`src/pkg/vicp_pkg.sv`:
```
package vicp_pkg;

    // ==========================================================
    // register map
    localparam logic [3:0] CTRL_OFS = 4'h0;
    localparam logic [3:0] INPUT_OFS = 4'h4;
    localparam logic [3:0] DIV_OFS = 4'h8;

    // ==========================================================
    // field layout
    localparam int RUN_BIT = 0;
    localparam int PREC_LSB = 1;
    localparam int PREC_MSB = 3;
    localparam int CODE_W = 16;

    // ==========================================================
    // reset values
    localparam logic [2:0] PREC_RST = 3'h0;
    localparam logic [15:0] CODE_RST = 16'h0000;
    localparam logic [15:0] DIV_RST = 16'h0001;
    localparam logic [15:0] DIV_ZERO = 16'h0000;

    // ==========================================================
    // modulator states
    typedef enum logic [0:0] {
        VICP_IDLE = 1'b0,
        VICP_RUN = 1'b1
    } vicp_state_type;

endpackage

```
`src/vicp_top.sv`:
```
module vicp_top
(
    // clock and reset
    input wire logic pclk,
    input wire logic presetn,
    input wire logic clk_en,
    // apb slave
    input wire logic psel,
    input wire logic penable,
    input wire logic pwrite,
    input wire logic [31:0] paddr,
    input wire logic [31:0] pwdata,
    output logic [31:0] prdata,
    output logic pready,
    output logic pslverr,
    // oscillator control
    output logic vcxo_ctrl_out
);

    // ==========================================================
    // register state
    logic run_r, run_nxt;
    logic [2:0] prec_r, prec_nxt;
    logic [15:0] code_r, code_nxt;
    logic [15:0] div_r, div_nxt;
    logic [31:0] prdata_r, prdata_nxt;

    // ==========================================================
    // modulator state
    vicp_pkg::vicp_state_type state_r, state_nxt;
    logic [15:0] tick_cnt_r, tick_cnt_nxt;
    logic [16:0] acc_r, acc_nxt;
    logic out_r, out_nxt;

    logic wr_en;
    logic rd_en;
    logic addr_ok;
    logic tick;
    logic [16:0] sum;
    logic [16:0] top_bit;
    logic [15:0] scaled;

    // narrow code to its msbs by clearing the low prec bits, left in place so the carry sits at bit 16
    function automatic logic [15:0] vicp_scale(input logic [15:0] code, input logic [2:0] prec);
        logic [15:0] mask;
        mask = 16'hFFFF << prec;
        vicp_scale = code & mask;
    endfunction

    // full address compare: the upper bits must be zero for a hit
    function automatic logic vicp_hit(input logic [31:0] a, input logic [3:0] ofs);
        vicp_hit = (a[31:4] == 28'h0000000) && (a[3:0] == ofs);
    endfunction

    // ==========================================================
    // apb decode: zero wait states
    // refused writes stay silent; only an unmapped address raises pslverr
    assign pready = 1'b1;
    assign addr_ok = vicp_hit(paddr, vicp_pkg::CTRL_OFS) || vicp_hit(paddr, vicp_pkg::INPUT_OFS)
        || vicp_hit(paddr, vicp_pkg::DIV_OFS);
    assign pslverr = psel && penable && !addr_ok;
    assign wr_en = psel && penable && pwrite && addr_ok;
    assign rd_en = psel && !penable && !pwrite;
    assign prdata = prdata_r;

    always_comb
    begin
        run_nxt = run_r;
        prec_nxt = prec_r;
        code_nxt = code_r;
        div_nxt = div_r;
        prdata_nxt = prdata_r;
        if (wr_en && vicp_hit(paddr, vicp_pkg::CTRL_OFS))
        begin
            run_nxt = pwdata[vicp_pkg::RUN_BIT];
            if (!run_r)
            begin
                prec_nxt = pwdata[vicp_pkg::PREC_MSB:vicp_pkg::PREC_LSB];
            end
        end
        if (wr_en && vicp_hit(paddr, vicp_pkg::INPUT_OFS) && run_r)
        begin
            code_nxt = pwdata[15:0];
        end
        if (wr_en && vicp_hit(paddr, vicp_pkg::DIV_OFS) && !run_r)
        begin
            div_nxt = (pwdata[15:0] == vicp_pkg::DIV_ZERO) ? vicp_pkg::DIV_RST : pwdata[15:0];
        end
        if (rd_en)
        begin
            // read data captured in setup so it stands through access phase
            if (vicp_hit(paddr, vicp_pkg::CTRL_OFS))
            begin
                prdata_nxt = {28'h0000000, prec_r, run_r};
            end
            else if (vicp_hit(paddr, vicp_pkg::INPUT_OFS))
            begin
                prdata_nxt = {16'h0000, code_r};
            end
            else if (vicp_hit(paddr, vicp_pkg::DIV_OFS))
            begin
                prdata_nxt = {16'h0000, div_r};
            end
            else
            begin
                prdata_nxt = 32'h00000000;
            end
        end
    end

    // clk_en low freezes the registers and the captured read data alike
    always_ff @(posedge pclk or negedge presetn)
    begin
        if (!presetn)
        begin
            run_r <= 1'b0;
            prec_r <= vicp_pkg::PREC_RST;
            code_r <= vicp_pkg::CODE_RST;
            div_r <= vicp_pkg::DIV_RST;
            prdata_r <= 32'h00000000;
        end
        else if (clk_en)
        begin
            run_r <= run_nxt;
            prec_r <= prec_nxt;
            code_r <= code_nxt;
            div_r <= div_nxt;
            prdata_r <= prdata_nxt;
        end
    end

    // ==========================================================
    // interpolation modulator
    // the counter runs from zero to div minus one, so div clocks per tick
    // a written zero never reaches the counter, it is stored as one
    assign tick = (tick_cnt_r >= div_r - 16'h0001);
    assign scaled = vicp_scale(code_r, prec_r);
    assign sum = acc_r + {1'b0, scaled};
    assign top_bit = 17'h10000;

    always_comb
    begin
        state_nxt = state_r;
        tick_cnt_nxt = tick_cnt_r;
        acc_nxt = acc_r;
        out_nxt = out_r;
        case (state_r)
            vicp_pkg::VICP_IDLE:
            begin
                // the input code survives a stop, so a restart reuses the last code
                tick_cnt_nxt = 16'h0000;
                acc_nxt = 17'h00000;
                out_nxt = 1'b0;
                if (run_r)
                begin
                    state_nxt = vicp_pkg::VICP_RUN;
                end
            end
            vicp_pkg::VICP_RUN:
            begin
                // a stop wins over a pending tick
                if (!run_r)
                begin
                    state_nxt = vicp_pkg::VICP_IDLE;
                    tick_cnt_nxt = 16'h0000;
                    acc_nxt = 17'h00000;
                    out_nxt = 1'b0;
                end
                else if (tick)
                begin
                    tick_cnt_nxt = 16'h0000;
                    // carry out of the 16-bit accumulator is the density bit
                    out_nxt = sum[16];
                    acc_nxt = sum & (top_bit - 17'h00001);
                end
                else
                begin
                    tick_cnt_nxt = tick_cnt_r + 16'h0001;
                end
            end
            default:
            begin
                state_nxt = vicp_pkg::VICP_IDLE;
            end
        endcase
    end

    always_ff @(posedge pclk or negedge presetn)
    begin
        if (!presetn)
        begin
            state_r <= vicp_pkg::VICP_IDLE;
            tick_cnt_r <= 16'h0000;
            acc_r <= 17'h00000;
            out_r <= 1'b0;
        end
        else if (clk_en)
        begin
            state_r <= state_nxt;
            tick_cnt_r <= tick_cnt_nxt;
            acc_r <= acc_nxt;
            out_r <= out_nxt;
        end
    end

    // output comes straight from a flop, so the pin never glitches between ticks
    assign vcxo_ctrl_out = out_r;

endmodule

```
`config.mk`:
```
export PLATFORM = sky130hd
export DESIGN_NAME = vicp_top
export DESIGN_NICKNAME = d
export VERILOG_FILES = /design/src/pkg/vicp_pkg.sv /design/src/vicp_top.sv
export SDC_FILE = /design/constraint.sdc
export NUM_CORES = 1
export LEC_CHECK = 0
export BUFFER_PORTS_ARGS = -buffer_cell sky130_fd_sc_hd__buf_4
export CAP_MARGIN = 20
export CORE_MARGIN = 10
export CORE_UTILIZATION = 40
export CTS_CLUSTER_DIAMETER = 30
export DETAILED_ROUTE_END_ITERATION = 8
export GPL_ROUTABILITY_DRIVEN = 0
export PLACE_DENSITY = 0.61
export SETUP_SLACK_MARGIN = 0.05
export SYNTH_ARGS = -nofsm -noshare
export SYNTH_HDL_FRONTEND = slang
export SYNTH_SLANG_ARGS = --single-unit
```
`constraint.sdc`:
```
create_clock -name pclk -period 5 [get_ports pclk]
set_input_delay 0 -clock pclk [delete_from_list [all_inputs] [get_ports pclk]]
set_output_delay 0 -clock pclk [all_outputs]
set_load 0.1 [all_outputs]
```
Word level (Yosys, flattened, before mapping)

Cells that the tools add are included.

$add $sub $neg: 3
Order comparisons: 1
Eq/ne operators: 3
Shift-type cells: 1
Mux-type cells: 14
Bitwise logic cells: 3
Reductions and logical operators: 29

Operators with widths:

| operator                                           | count |
|---|---|
| 2-to-1 mux 16 bit                                  | 6 |
| 2-to-1 mux 17 bit                                  | 2 |
| one-hot mux 17 bit (2 select lines)                | 1 |
| one-hot mux 16 bit (2 select lines)                | 1 |
| logical NOT 28 bit                                 | 1 |
| adder 17 x 16 -> 17 bit                            | 1 |
| adder 16 x 1 -> 16 bit, second input constant      | 1 |
| AND 16 bit                                         | 1 |
| >= comparator 16 bit                               | 1 |
| logical NOT 16 bit                                 | 1 |
| << shifter 16 x 3 -> 16 bit, first input constant  | 1 |
| subtractor 16 x 1 -> 16 bit, second input constant | 1 |
| logical AND 1 bit                                  | 14 |
| AND reduction 2 bit                                | 5 |
| == test 4 x 3 -> 1 bit, second input constant      | 1 |
| == test 4 bit, second input constant               | 1 |
| logical NOT 1 bit                                  | 4 |
| logical NOT 4 bit                                  | 1 |
| 2-to-1 mux 1 bit                                   | 3 |
| != test 3 x 2 -> 1 bit, second input constant      | 1 |
| AND reduction 3 bit                                | 1 |
| logical OR 1 bit                                   | 2 |
| inverter 1 bit                                     | 2 |
| one-hot mux 1 bit (2 select lines)                 | 1 |

Bits in registers: 103
Logic and storage cells: 63

Depth between registers and ports, before layout

Depth in word-level cells: 8
Mapped depth: 14
Mapped depth without buffers: 12

Least setup slack after synthesis

OpenSTA, ideal clock, no wires.

Path kind: reg2reg
Start: register div_r[5]
End: register tick_cnt_r[10]
Arrival: 3.329 ns
Required time: 4.868 ns
Setup slack: 1.540 ns
Cell stages (with the launch flop): 13
Path buffers: 2
Path through: dfrtp_1 -> nor4_1 -> nand2_1 -> or4_1 -> nor3_1 -> xnor2_1 -> ha_1 -> nand4_1 -> or3_1 -> a21oi_1 -> buf_2 -> clkbuf_1 -> nor2_1

Word-level cells in the longest chain between the ends: 5

RTL lines:

| element                             | RTL line        | source |
|---|---|---|
| start: declaration                  | vicp_top.sv:25  | `logic [15:0] div_r, div_nxt;` |
| start signal: assignment            | vicp_top.sv:119 | `div_r <= vicp_pkg::DIV_RST;` |
| start signal: assignment            | vicp_top.sv:127 | `div_r <= div_nxt;` |
| subtractor 16 x 1 -> 16 bit         | vicp_top.sv:136 | `assign tick = (tick_cnt_r >= div_r - 16'h0001);` |
| >= comparator 16 bit                | vicp_top.sv:136 |  |
| 2-to-1 mux 16 bit                   | vicp_top.sv:169 | `else if (tick)` |
| 2-to-1 mux 16 bit                   | vicp_top.sv:162 | `if (!run_r)` |
| one-hot mux 16 bit (2 select lines) | vicp_top.sv:147 | `case (state_r)` |
| end signal: assignment              | vicp_top.sv:200 | `tick_cnt_r <= tick_cnt_nxt;` |
| end: declaration                    | vicp_top.sv:31  | `logic [15:0] tick_cnt_r, tick_cnt_nxt;` |

No other way between the ends.
A chain may end at the register's enable or synchronous reset.

Worst setup path after layout

Start: register div_r[5]
End: register acc_r[1]

Word-level cells in the longest chain between the ends: 4

RTL lines:

| element                          | RTL line        | source |
|---|---|---|
| subtractor 16 x 1 -> 16 bit      | vicp_top.sv:136 |  |
| >= comparator 16 bit             | vicp_top.sv:136 |  |
| != test 3 x 2 -> 1 bit (no line) | --              |  |
| AND reduction 2 bit (no line)    | --              |  |
| end signal: assignment           | vicp_top.sv:201 | `acc_r <= acc_nxt;` |
| end: declaration                 | vicp_top.sv:32  | `logic [16:0] acc_r, acc_nxt;` |

No other way between the ends.

==> results.cfg <==
[status]
status = complete, no violations

[synth]
avgSynthCellArea_um2 = 10.20
async_reset_ff_share_pct = 100.0
synth-seq-cells = 86
yosysUniqueCellTypes = 63
seq_area_frac_synth_pct = 40.04
synth_area_mm2 = 0.005378
synth_edf_count = 0
yosysWarnings = 0
synthFlopType = dfrtp_1
syn_inst = 527

[sta]
fmax_mhz = 252.6
rsz0062_at_grt = false
slew_viol_final = 0
max-slew-margin-rel_pct = 28.69
fin_worst_skew_ns = 0.004661
fin_tns_setup_ns = 0
hold_viol = 0
tightest_slew_ns = 1.069
finalSetupViolCount = 0
period_share_pct = 79.18
post-route-min-period_ns = 3.959

[floorplan]
die_y_um = 136.0
die_width_um = 136.0
core_mm2 = 0.01319
io_pins = 105
rows = 42
start_util_pct = 40.77
die_area_mm2 = 0.01848

[global_routing]
grtUsageTotal_pct = 15.15
antenna_found_initial = 0
grt_pass1_wl_mm = 22.41
grt_max_degree = 73
grt_pass1_vias = 4403
grt_remaining_overflow = 0

[setup_path]
crit_type = register to register
ff2ff_setup_slack_ns = 1.04
r2r_cells = 10
required_ns = 5.23
arrival_ns = 4.18
cp-end-kind = register
cp-endpoint = acc_r[1]
critPathLaunchType = register
crit_path_start = div_r[5]
reg2reg_to = acc_r[1]
r2r_start = div_r[5]
cp_max_fo = 12

[routing]
routed_wl_mm = 13.66
top_layer_used = met4
routedWlPerCell_um = 17.34
wl_met2_mm = 7.292
wl_met3_um = 538
via_count = 4179
m1WireLength_mm = 5.673
first_pass_iters = 4
ant_nets = 0
drtIter0Drc = 132
viasPerCell = 5.303
drc = 0

[layout]
drive_above_1_share_pct = 23.69
fill_cells = 1217
syn2layout_area_growth_pct = 20.87
stdcell_count = 788
antennaDiodeCount = 0
nNetsFinal = 713

[placed_design]
placed_cells = 755
io_buffers = 71
dp_hpwl_mm = 10.52

[clock_network]
clock-sinks = 86
clk_pin_slew_ns = 0.06
cts_tree = yes
clk_latency_ns = 0.34
cts_resized = 0
cts-htree-levels = 3
cts_buffers = 9
cts_buffer_depth = 2
root_buffer = clkbuf_16

[power]
power.density_mw_per_mm2 = 241.8
power.leakage_uw = 0.003082
ir_drop_mv = 0.1355

[flow_run]
drv_cap = 0

[hold_path]
hold_path.class = primary input to asynchronous set/reset pin
layout make-up:
| type | instances | area (µm²) | area share, % |
|---|---|---|---|
| clock inverter | 4 | 70.07 | 1.078 |
| timing repair buffer | 92 | 735.7 | 11.32 |
| inverter | 12 | 45.04 | 0.6930 |
| sequential | 86 | 2153 | 33.13 |
| clock buffer | 11 | 252.7 | 3.888 |
| tap | 176 | 220.2 | 3.388 |
| multi-input combinational | 407 | 3023 | 46.51 |
worst max-delay path: stages (launching register included):
cell and delay [ns]:
dfrtp_1 0.42, nor4_1 0.40, nand2_1 0.14, or4_1 0.45, nor3_1 0.24, xnor2_1 0.10, ha_1 0.30, nand4_1 0.21
or3_1 0.47, a21oi_2 0.68, mux2_2 0.42
Yosys cell counts, drive strengths merged, types with 14 or more instances:
| cell | number | area share [%] |
|---|---|---|
| nor3 | 14 | 1.6 |
| a21oi | 23 | 2.1 |
| nor4 | 14 | 1.6 |
| buf | 21 | 2.9 |
| xor2 | 19 | 3.1 |
| nor2 | 38 | 2.7 |
| dfrtp | 85 | 40 |
| mux2 | 47 | 10 |
| o21ai | 21 | 2.0 |
| clkbuf | 16 | 1.1 |
| nand2 | 38 | 2.7 |
| xnor2 | 15 | 2.4 |
| ha | 34 | 7.9 |
how the worst min path moves through the flow:
stage | start | to | slack [ns] | cells after the start
after global placement | presetn | tick_cnt_r[2] | -0.13 | 1
after floorplan | presetn | acc_r[0] | -0.30 | 0
final | presetn | tick_cnt_r[2] | 0.05 | 2
after global routing | presetn | tick_cnt_r[2] | 0.07 | 2
after detailed placement | presetn | tick_cnt_r[5] | -0.13 | 1
after CTS | presetn | tick_cnt_r[5] | 0.05 | 2
where the power goes:
part / switching, µW / leakage (µW) / internal [µW]
clock network: 271 / 0.000161 / 460
registers: 0.000000333 / 0.00120 / 696
logic: 102 / 0.00172 / 43.1
stage by stage:
stage | worst slack (ns) | hold WS, ns | power [µW] | util (%) | instance area [µm²]
after CTS | 0.9616 | 0.04558 | 1591 | 49.28 | 6500
after detailed placement | 1.015 | -0.1311 | 843.1 | 45.47 | 5997
after floorplan | 1.540 | -0.2956 | 793.0 | - | 5434
final | 1.041 | 0.04717 | 1572 | 49.28 | 6500
after global routing | 0.6290 | 0.07001 | 1625 | 49.28 | 6500
after global placement | 1.121 | -0.1342 | 841.5 | 45.47 | 5997
layout by cell type (no fill, tap or decap), types with 6 or more instances in the layout:
cell type and count:
dfrtp_1 85, buf_4 74, nor2_1 38, nand2_1 38
mux2_2 38, ha_1 34, a21oi_1 22, o21ai_0 20
xor2_1 19, dlygate4sd3_1 18, conb_1 17, xnor2_1 15
nor4_1 14, nor3_1 12, inv_1 12, a22oi_1 12
nand3_1 9, nand4_1 9, mux2_4 9, clkbuf_16 9
nor2b_1 7, nand2b_1 6, mux2i_1 6, a21o_1 6
sequential cells by signal (all words and copies together) (netlist names):
signal         cells
prec_r             3
code_r            16
acc_r             16
tick_cnt_r        16
state_r            1
run_r              1
prdata            16
vcxo_ctrl_out      1
div_r             16
timing repair:
| action | CTS | global route |
|---|---|---|
| endpoints found under the hold margin | 52 | 0 |
| hold buffers | 18 | 0 |
| buffers inserted | 0 | 0 |
per-layer routing:
layer / GRT usage (%) / up-vias
li1: - / 2058
met1: 17.43 / 2050
met2: 27.86 / 57
met3: 3.469 / 14
met4: 3.195 / 0
met5: 0 / -
cells by family after synthesis:
| family | Yosys count | synth area share [%] |
|---|---|---|
| compound gates | 103 | 12.84 |
| xor+xnor | 34 | 5.538 |
| fa+ha+maj | 35 | 8.283 |
| buf+inv | 49 | 4.863 |
| flops | 86 | 40.04 |
| mux | 53 | 11.59 |
| other cells | 2 | 0.1397 |
| simple gates | 165 | 16.71 |
No activity file was read; power rests on OpenSTA's default activity.
